### src/tfcs_map.vh
`ifndef TFCS_MAP_VH
`define TFCS_MAP_VH

// Register offsets
`define TFCS_ADDR_ALARM_CTRL   8'h30
`define TFCS_ADDR_ERRINJ_CTRL  8'h32
`define TFCS_ADDR_STATUS       8'h34

// Field positions
`define TFCS_RAI_LSB           0
`define TFCS_AIS_CTRL_LSB      8
`define TFCS_INJ_LSB           0
`define TFCS_NAT_LSB           8
`define TFCS_LOF_LSB           0
`define TFCS_IE_LOF_BIT        7
`define TFCS_AIS_LSB           8
`define TFCS_IE_AIS_BIT        15

// Reset values
`define TFCS_CH_RESET          7'h00
`define TFCS_NAT_RESET         4'h0
`define TFCS_IE_RESET          1'b0

// Multiplexing modes
`define TFCS_MODE_T3           2'h0
`define TFCS_MODE_E3           2'h1
`define TFCS_MODE_G747         2'h2

// Frame alignment words
`define TFCS_FAS_E3            10'h3d0
`define TFCS_FAS_G747          10'h1d0

// Counts
`define TFCS_INJ_BURST         3'h4
`define TFCS_LOF_BAD_CNT       3'h4
`define TFCS_LOF_GOOD_CNT      3'h3
`define TFCS_T2_ERR_LIMIT      3'h2

`endif

### src/tfcs_ctrl_status.v
// Functional notes
// - T3: X bit is inverse of remote alarm
// - E3: remote alarm sets E2 bit 11
// - G.747: remote alarm sets set-2 bit 1
// - E3/G.747: clear control sends RAI zero
// - All-ones control sends unframed all ones
// - Injection burst only on zero-to-one edge
// - T3 burst corrupts four F bits
// - E3 burst inverts four FAS words
// - G.747 burst inverts four FAS words
// - National bits forced only in E3 mode
// - Frame loss latches; read clears unless present
// - Frame loss change gated by enable, mask
// - Status read releases master interrupt request
// - All-ones alarm latches; read clears unless present
// - All-ones change gated by enable, mask
// - E2/G.747: four bad set, three good clear
// - T2: two of five F, two of four M
`timescale 1ns/1ps
`default_nettype none
`include "tfcs_map.vh"

module tfcs_chan
(
  input  wire       clk_i,
  input  wire       rst_i,
  input  wire [1:0] mode_i,
  input  wire       align_strobe_i,
  input  wire       align_bad_i,
  input  wire       fbit_strobe_i,
  input  wire       fbit_err_i,
  input  wire       mbit_strobe_i,
  input  wire       mbit_err_i,
  input  wire       t2_sync_i,
  input  wire       inject_rise_i,
  input  wire       frame_mark_i,
  output wire       frame_loss_o,
  output wire       inject_active_o,
  output reg  [9:0] fas_word_o
);

  reg  [2:0] bad_cnt_reg;
  reg  [2:0] bad_cnt_next;
  reg  [2:0] good_cnt_reg;
  reg  [2:0] good_cnt_next;
  reg  [4:0] f_hist_reg;
  reg  [4:0] f_hist_next;
  reg  [3:0] m_hist_reg;
  reg  [3:0] m_hist_next;
  reg        lof_reg;
  reg        lof_next;
  reg  [2:0] burst_reg;
  reg  [2:0] burst_next;
  wire [9:0] fas_norm;

  function [2:0] ones5;
    input [4:0] v;
    begin
      ones5 = {2'b00, v[0]} + {2'b00, v[1]} + {2'b00, v[2]} + {2'b00, v[3]} + {2'b00, v[4]};
    end
  endfunction

  always @*
  begin
    bad_cnt_next  = bad_cnt_reg;
    good_cnt_next = good_cnt_reg;
    f_hist_next   = f_hist_reg;
    m_hist_next   = m_hist_reg;
    lof_next      = lof_reg;
    if (mode_i == `TFCS_MODE_T3)
    begin
      // Sliding error windows over the last F and M bits
      if (fbit_strobe_i)
        f_hist_next = {f_hist_reg[3:0], fbit_err_i};
      if (mbit_strobe_i)
        m_hist_next = {m_hist_reg[2:0], mbit_err_i};
      if (lof_reg)
      begin
        if (t2_sync_i)
        begin
          lof_next    = 1'b0;
          f_hist_next = 5'h00;
          m_hist_next = 4'h0;
        end
      end
      else if ((ones5(f_hist_next) >= `TFCS_T2_ERR_LIMIT) ||
               (ones5({1'b0, m_hist_next}) >= `TFCS_T2_ERR_LIMIT))
        lof_next = 1'b1;
    end
    else if (align_strobe_i)
    begin
      if (!lof_reg)
      begin
        good_cnt_next = 3'h0;
        if (!align_bad_i)
          bad_cnt_next = 3'h0;
        else if (bad_cnt_reg + 3'h1 >= `TFCS_LOF_BAD_CNT)
        begin
          bad_cnt_next = 3'h0;
          lof_next     = 1'b1;
        end
        else
          bad_cnt_next = bad_cnt_reg + 3'h1;
      end
      else
      begin
        bad_cnt_next = 3'h0;
        if (align_bad_i)
          good_cnt_next = 3'h0;
        else if (good_cnt_reg + 3'h1 >= `TFCS_LOF_GOOD_CNT)
        begin
          good_cnt_next = 3'h0;
          lof_next      = 1'b0;
        end
        else
          good_cnt_next = good_cnt_reg + 3'h1;
      end
    end
  end

  always @*
  begin
    burst_next = burst_reg;
    // A new edge restarts the burst at four frames
    if (inject_rise_i)
      burst_next = `TFCS_INJ_BURST;
    else if (frame_mark_i && (burst_reg != 3'h0))
      burst_next = burst_reg - 3'h1;
  end

  always @(posedge clk_i)
  begin
    if (rst_i)
    begin
      bad_cnt_reg  <= 3'h0;
      good_cnt_reg <= 3'h0;
      f_hist_reg   <= 5'h00;
      m_hist_reg   <= 4'h0;
      lof_reg      <= 1'b0;
      burst_reg    <= 3'h0;
    end
    else
    begin
      bad_cnt_reg  <= bad_cnt_next;
      good_cnt_reg <= good_cnt_next;
      f_hist_reg   <= f_hist_next;
      m_hist_reg   <= m_hist_next;
      lof_reg      <= lof_next;
      burst_reg    <= burst_next;
    end
  end

  assign frame_loss_o    = lof_reg;
  assign inject_active_o = (burst_reg != 3'h0);
  assign fas_norm        = (mode_i == `TFCS_MODE_G747) ? `TFCS_FAS_G747 : `TFCS_FAS_E3;

  always @*
  begin
    fas_word_o = fas_norm;
    if (inject_active_o)
    begin
      if (mode_i == `TFCS_MODE_G747)
        fas_word_o = {1'b0, ~fas_norm[8:0]};
      else
        fas_word_o = ~fas_norm;
    end
  end

endmodule

module tfcs_ctrl_status
(
  input  wire        clk_i,
  input  wire        rst_i,
  input  wire [7:0]  addr_i,
  input  wire [15:0] wdata_i,
  input  wire        wr_i,
  input  wire        rd_i,
  output reg  [15:0] rdata_o,
  input  wire [1:0]  mode_i,
  input  wire [6:0]  align_strobe_i,
  input  wire [6:0]  align_bad_i,
  input  wire [6:0]  fbit_strobe_i,
  input  wire [6:0]  fbit_err_i,
  input  wire [6:0]  mbit_strobe_i,
  input  wire [6:0]  mbit_err_i,
  input  wire [6:0]  t2_sync_i,
  input  wire [6:0]  all_ones_det_i,
  input  wire [6:0]  frame_mark_i,
  input  wire        master_mask_i,
  output wire [6:0]  overhead_alarm_bit_o,
  output wire [6:0]  tx_all_ones_o,
  output wire [6:0]  f_bit_invert_o,
  output wire [69:0] fas_word_o,
  output wire [3:0]  e2_national_bit_o,
  output wire        e2_national_force_o,
  output wire [6:0]  frame_loss_o,
  output reg         master_status_o,
  output wire        irq_o
);

  reg  [6:0] tx_remote_alarm_ch_reg;
  reg  [6:0] tx_all_ones_ch_reg;
  reg  [6:0] frame_error_inject_ch_reg;
  reg  [6:0] inject_prev_reg;
  reg  [3:0] e2_national_bit_ch_reg;
  reg  [6:0] frame_loss_latched_ch_reg;
  reg  [6:0] all_ones_latched_ch_reg;
  reg        frame_loss_irq_enable_reg;
  reg        all_ones_irq_enable_reg;
  reg  [6:0] lof_prev_reg;
  reg  [6:0] ais_prev_reg;
  reg  [15:0] rdata_next;
  wire [6:0] lof_now;
  wire [6:0] inject_active;
  wire [6:0] inject_rise;
  wire       wr_alarm;
  wire       wr_inj;
  wire       wr_stat;
  wire       rd_stat;
  wire       change_req;
  wire       is_t3;

  assign wr_alarm = wr_i && (addr_i == `TFCS_ADDR_ALARM_CTRL);
  assign wr_inj   = wr_i && (addr_i == `TFCS_ADDR_ERRINJ_CTRL);
  assign wr_stat  = wr_i && (addr_i == `TFCS_ADDR_STATUS);
  assign rd_stat  = rd_i && (addr_i == `TFCS_ADDR_STATUS);
  assign is_t3    = (mode_i == `TFCS_MODE_T3);

  assign inject_rise = frame_error_inject_ch_reg & ~inject_prev_reg;

  genvar ch;
  generate
    for (ch = 0; ch < 7; ch = ch + 1)
    begin : g_ch
      tfcs_chan u_chan
      (
        .clk_i           (clk_i),
        .rst_i           (rst_i),
        .mode_i          (mode_i),
        .align_strobe_i  (align_strobe_i[ch]),
        .align_bad_i     (align_bad_i[ch]),
        .fbit_strobe_i   (fbit_strobe_i[ch]),
        .fbit_err_i      (fbit_err_i[ch]),
        .mbit_strobe_i   (mbit_strobe_i[ch]),
        .mbit_err_i      (mbit_err_i[ch]),
        .t2_sync_i       (t2_sync_i[ch]),
        .inject_rise_i   (inject_rise[ch]),
        .frame_mark_i    (frame_mark_i[ch]),
        .frame_loss_o    (lof_now[ch]),
        .inject_active_o (inject_active[ch]),
        .fas_word_o      (fas_word_o[ch*10 +: 10])
      );
    end
  endgenerate

  // T3 sends X low for alarm; E3 and G.747 send RAI high for alarm
  assign overhead_alarm_bit_o = is_t3 ? ~tx_remote_alarm_ch_reg
                                      : tx_remote_alarm_ch_reg;
  assign tx_all_ones_o        = tx_all_ones_ch_reg;
  assign f_bit_invert_o       = is_t3 ? inject_active : 7'h00;
  assign e2_national_bit_o    = e2_national_bit_ch_reg;
  assign e2_national_force_o  = (mode_i == `TFCS_MODE_E3);
  assign frame_loss_o         = lof_now;

  assign change_req = |(((lof_now ^ lof_prev_reg) & {7{frame_loss_irq_enable_reg}}) |
                        ((all_ones_det_i ^ ais_prev_reg) & {7{all_ones_irq_enable_reg}}));

  assign irq_o = master_status_o & master_mask_i;

  always @*
  begin
    rdata_next = 16'h0000;
    case (addr_i)
      `TFCS_ADDR_ALARM_CTRL:
        rdata_next = {1'b0, tx_all_ones_ch_reg, 1'b0, tx_remote_alarm_ch_reg};
      `TFCS_ADDR_ERRINJ_CTRL:
        rdata_next = {4'h0, e2_national_bit_ch_reg, 1'b0, frame_error_inject_ch_reg};
      `TFCS_ADDR_STATUS:
        rdata_next = {all_ones_irq_enable_reg, all_ones_latched_ch_reg,
                      frame_loss_irq_enable_reg, frame_loss_latched_ch_reg};
      default:
        rdata_next = 16'h0000;
    endcase
  end

  always @(posedge clk_i)
  begin
    if (rst_i)
    begin
      tx_remote_alarm_ch_reg    <= `TFCS_CH_RESET;
      tx_all_ones_ch_reg        <= `TFCS_CH_RESET;
      frame_error_inject_ch_reg <= `TFCS_CH_RESET;
      inject_prev_reg           <= `TFCS_CH_RESET;
      e2_national_bit_ch_reg    <= `TFCS_NAT_RESET;
      frame_loss_latched_ch_reg <= `TFCS_CH_RESET;
      all_ones_latched_ch_reg   <= `TFCS_CH_RESET;
      frame_loss_irq_enable_reg <= `TFCS_IE_RESET;
      all_ones_irq_enable_reg   <= `TFCS_IE_RESET;
      lof_prev_reg              <= `TFCS_CH_RESET;
      ais_prev_reg              <= `TFCS_CH_RESET;
      master_status_o           <= 1'b0;
      rdata_o                   <= 16'h0000;
    end
    else
    begin
      inject_prev_reg <= frame_error_inject_ch_reg;
      lof_prev_reg    <= lof_now;
      ais_prev_reg    <= all_ones_det_i;
      if (wr_alarm)
      begin
        tx_remote_alarm_ch_reg <= wdata_i[`TFCS_RAI_LSB +: 7];
        tx_all_ones_ch_reg     <= wdata_i[`TFCS_AIS_CTRL_LSB +: 7];
      end
      if (wr_inj)
      begin
        frame_error_inject_ch_reg <= wdata_i[`TFCS_INJ_LSB +: 7];
        e2_national_bit_ch_reg    <= wdata_i[`TFCS_NAT_LSB +: 4];
      end
      if (wr_stat)
      begin
        frame_loss_irq_enable_reg <= wdata_i[`TFCS_IE_LOF_BIT];
        all_ones_irq_enable_reg   <= wdata_i[`TFCS_IE_AIS_BIT];
      end
      // Live condition wins over the read clear
      frame_loss_latched_ch_reg <= lof_now |
        (frame_loss_latched_ch_reg & {7{~rd_stat}});
      all_ones_latched_ch_reg   <= all_ones_det_i |
        (all_ones_latched_ch_reg & {7{~rd_stat}});
      master_status_o <= change_req | (master_status_o & ~rd_stat);
      rdata_o <= rd_i ? rdata_next : 16'h0000;
    end
  end

endmodule
`default_nettype wire

### config.mk
export PLATFORM = sky130hd
export DESIGN_NAME = tfcs_ctrl_status
export DESIGN_NICKNAME = d
export VERILOG_FILES = /design/src/tfcs_ctrl_status.v
export VERILOG_INCLUDE_DIRS = /design/src
export SDC_FILE = /design/constraint.sdc
export NUM_CORES = 1
export LEC_CHECK = 0
export BUFFER_PORTS_ARGS = -buffer_cell sky130_fd_sc_hd__buf_2
export CAP_MARGIN = 10
export CORE_MARGIN = 2
export CORE_UTILIZATION = 35
export DETAILED_ROUTE_END_ITERATION = 7
export PLACE_DENSITY = 0.65
export SLEW_MARGIN = 20
export SYNTH_ARGS = -nofsm -noshare
export SYNTH_HDL_FRONTEND = slang
export SYNTH_HIERARCHICAL = 1
export SYNTH_SLANG_ARGS = --single-unit
### constraint.sdc
create_clock -name clk_i -period 2.5 [get_ports clk_i]
set_clock_uncertainty 0.2 [all_clocks]
set_input_delay 0.125 -clock clk_i [delete_from_list [all_inputs] [get_ports clk_i]]
set_output_delay 0.125 -clock clk_i [all_outputs]
set_load 0.01 [all_outputs]
==> results.py <==
metrics = {
    "clock_network": {
        "cts_sinks": 212,
        "cts-root-buf": "clkbuf_16",
        "htreeDepth": 1,
        "cts_buffers": 25,
        "clk_pin_slew_ns": 0.06,
        "clk_path_buf_depth": 3,
        "tritoncts": "yes",
        "insertion_delay_ns": 0.52,
    },
    "min_path": {
        "hold_path.startpoint": "wr_i",
        "hold_class": "in -> reg",
        "min_path_cells": 5,
        "whs_endpoint": "tx_remote_alarm_ch_reg[2]$_SDFFE_PP0P_",
    },
    "power_and_ir_drop": {
        "cellPowerDensity_nw_per_um2": 753,
        "leakagePower_uw": 0.00627,
        "irDropWorstVdd_mv": 0.739,
    },
    "detailed_routing": {
        "wl_per_cell_um": 15.8,
        "vias": 9087,
        "drt-total-wl_mm": 29.1,
        "drt-initial-drc-count": 364,
        "vias_per_cell": 4.93,
        "drc": 0,
        "first_pass_iters": 5,
        "ant_nets": 0,
    },
    "sta": {
        "worst_pin_slew_ns": 0.662,
        "setup_violations": 0,
        "layout_min_cycle_time_ns": 2.43,
        "slew_violations": 0,
        "fin_hold_ws_ns": 0.0383,
        "period_share_pct": 97.0,
        "max_slew_margin_pct": 55.4,
        "hold_viol": 0,
        "fmax_mhz": 412,
    },
    "logic_synthesis": {
        "yosys_warnings": 6,
        "synthCells": 1149,
        "synth_nets": 1299,
        "synthArstFlopShare_pct": 0,
        "ys_seq_area_share_pct": 38.2,
        "ys_seq_elements": 212,
        "ys.flop_type": "dfxtp_1",
        "syn_area_sq_um": 11100,
        "ys_types": 55,
        "syn_area_per_cell_sq_um": 9.66,
        "synth_edf_count": 0,
    },
    "worst_setup_path": {
        "rr_worst_depth": 7,
        "worstSetupEndpointType": "flip-flop",
        "cp_common_cell": "dlygate4sd3_1",
        "crit_path_top_delay_cell": "dlygate4sd3_1",
        "max_stage_delay_ns": 0.56,
        "crit_chain": "ha_2, xnor2_2, and2_4, nand3_1, dlygate4sd3_1, a21oi_1, dlygate4sd3_1",
        "crit_path_start_kind": "flip-flop",
        "r2r_slack_ns": 0.07,
        "cp.arrival_ns": 2.68,
        "path_buf_inv": 2,
        "cp.required_ns": 2.76,
        "rr_endpoint": "g_ch[3].u_chan/bad_cnt_reg[0]$_SDFFE_PP0P_",
        "crit_type": "reg -> reg",
        "critical_path.top_delay_family": "buffers and inverters",
        "path_max_fanout": 3,
        "reg2reg_from": "g_ch[3].u_chan/bad_cnt_reg[0]$_SDFFE_PP0P_",
    },
    "floorplanning": {
        "start_util_pct": 35.3,
        "die_h_um": 182,
        "die_w_um": 182,
        "rows": 65,
        "coreArea_sq_um": 31400,
        "pin_count": 215,
        "dieArea_sq_um": 33100,
    },
    "global_route": {
        "antenna_found_initial": 1,
        "gr-total-overflow": 0,
        "grt_max_degree": 103,
        "grt_usage_pct": 17.0,
        "grt_pass1_wl_mm": 45.8,
        "grt_pass1_vias": 8782,
    },
    "cells_and_area": {
        "final_cells": 1844,
        "antenna_cells": 0,
        "largest_reg_flops": 35,
        "syn_to_final_growth_pct": 27.6,
        "nets": 1576,
        "drive_above_1_share_pct": 27.2,
        "design_area_sq_um": 14200,
    },
    "placement": {
        "port_buffers": 214,
        "place_area_sq_um": 12100,
        "dpl.cell_count": 1678,
        "gp_congestion": 0.794,
        "dp_hpwl_mm": 19.6,
    },
    "status": {
        "run_status": "finished, final reports clean",
    },
    "run": {
        "maxCapViolCount": 0,
    },
}
-- layer usage --
layer	up-vias	GRT usage, %	routed length, um
li1	4507	-	-
met3	37	2.99	1460
met1	4301	22.1	13400
met2	240	29.3	13600
met5	-	0	13
met4	2	3.94	609
-- placed cells by master (no fill, tap or decap), types with 8 or more instances in the layout --
| cell | synthesis | final |
|---|---|---|
| nand4_1 | 11 | 11 |
| nor3_1 | 24 | 24 |
| a22oi_1 | 35 | 35 |
| clkbuf_1 | 13 | 9 |
| xnor2_1 | 20 | 16 |
| a21oi_1 | 50 | 47 |
| mux2_2 | 28 | 28 |
| nor2b_1 | 32 | 32 |
| nand2b_1 | 8 | 8 |
| a2bb2oi_1 | 18 | 18 |
| ha_1 | 42 | 38 |
| dfxtp_1 | 212 | 208 |
| nand3_1 | 11 | 11 |
| nor2_1 | 160 | 159 |
| xor2_1 | 22 | 22 |
| fa_1 | 14 | 14 |
| dlygate4sd3_1 | 0 | 114 |
| mux2i_1 | 79 | 79 |
| buf_4 | 63 | 25 |
| and2_1 | 18 | 14 |
| buf_2 | 15 | 212 |
| clkbuf_16 | 0 | 25 |
| nor3b_1 | 14 | 14 |
| nand2_1 | 39 | 39 |
| a21o_1 | 14 | 14 |
| o21ai_0 | 28 | 28 |
| inv_1 | 45 | 45 |
| a32oi_1 | 14 | 14 |
| and2_4 | 8 | 12 |
-- synth_stat cells, drive strengths merged, types with 9 or more instances --
cell type	count	area (sq um)
dfxtp	212	4240
nor2	160	601
buf	93	702
mux2i	79	791
a21oi	60	390
inv	45	169
ha	42	526
nand2	39	146
a22oi	35	263
mux2	32	375
nor2b	32	200
and2	30	213
o21ai	28	140
nor3	25	136
xor2	22	193
xnor2	20	175
a2bb2oi	18	158
nand2b	15	111
a21o	14	105
a32oi	14	123
fa	14	280
nand3	14	85.1
nor3b	14	105
clkbuf	13	48.8
nand4	11	68.8
nor4	9	126
-- how the worst max path moves through the flow --
stage / end / cells past startpoint / slack, ns / from
after floorplan: g_ch[4].u_chan/frame_loss_o$_SDFFE_PP0P_ / 8 / 0.35 / fbit_strobe_i[4]
after global placement: g_ch[3].u_chan/frame_loss_o$_SDFFE_PP0P_ / 8 / 0.25 / fbit_strobe_i[3]
after detailed placement: g_ch[4].u_chan/frame_loss_o$_SDFFE_PP0P_ / 8 / 0.18 / fbit_strobe_i[4]
after CTS: all_ones_irq_enable_reg$_SDFFE_PP0P_ / 8 / 0.02 / addr_i[1]
after global routing: g_ch[3].u_chan/bad_cnt_reg[0]$_SDFFE_PP0P_ / 7 / -0.02 / g_ch[3].u_chan/bad_cnt_reg[0]$_SDFFE_PP0P_
final: g_ch[3].u_chan/bad_cnt_reg[0]$_SDFFE_PP0P_ / 7 / 0.07 / g_ch[3].u_chan/bad_cnt_reg[0]$_SDFFE_PP0P_
-- stage by stage --
stage | setup WS [ns] | power, uW | utilization [%] | setup TNS, ns
after global routing | -0.0166 | 11300 | 45.1 | -0.0275
after global placement | 0.245 | 7140 | 38.6 | 0
after floorplan | 0.347 | 6960 | - | 0
after CTS | 0.0179 | 10800 | 44.7 | 0
final | 0.0746 | 10700 | 45.1 | 0
after detailed placement | 0.179 | 7180 | 38.6 | 0
-- area by class of cell --
type                    count  area [sq um]
fillers                  3042         17200
multi-input cells         786          6000
flip-flops and latches    212          4250
repair buffers            356          2480
clock buffers              40           742
well taps                 402           503
inverters                  45           169
clock inverters             3          15.0
-- report_power, final --
group / switching, uW / leakage [uW] / internal (uW)
Sequential: 72.0 / 0.00172 / 3560
Clock: 1400 / 0.000374 / 2010
Combinational: 2130 / 0.00418 / 1500
Total: 3600 / 0.00627 / 7060
-- worst register-to-register path, stage by stage, from the launching register on --
cell and delay (ns):
dfxtp_1 0.32, ha_2 0.20, xnor2_2 0.19, and2_4 0.18, nand3_1 0.06, dlygate4sd3_1 0.55, a21oi_1 0.11, dlygate4sd3_1 0.56
-- timing repair --
action / CTS / global route
hold buffers: 115 / 0
endpoints found under the setup margin: 0 / 9
resized for setup: 0 / 21
setup buffers: 0 / 9
hold endpoints to repair: 181 / 0
-- cell families after synthesis --
group	count (synthesis)	share of synthesized area, %
buf+inv	151	8.29
fa+ha+maj	56	7.26
simple gates	370	17.7
flops	212	38.2
compound gates	207	14.7
xor+xnor	42	3.31
mux	111	10.5
(Power assumes the default switching activity.)
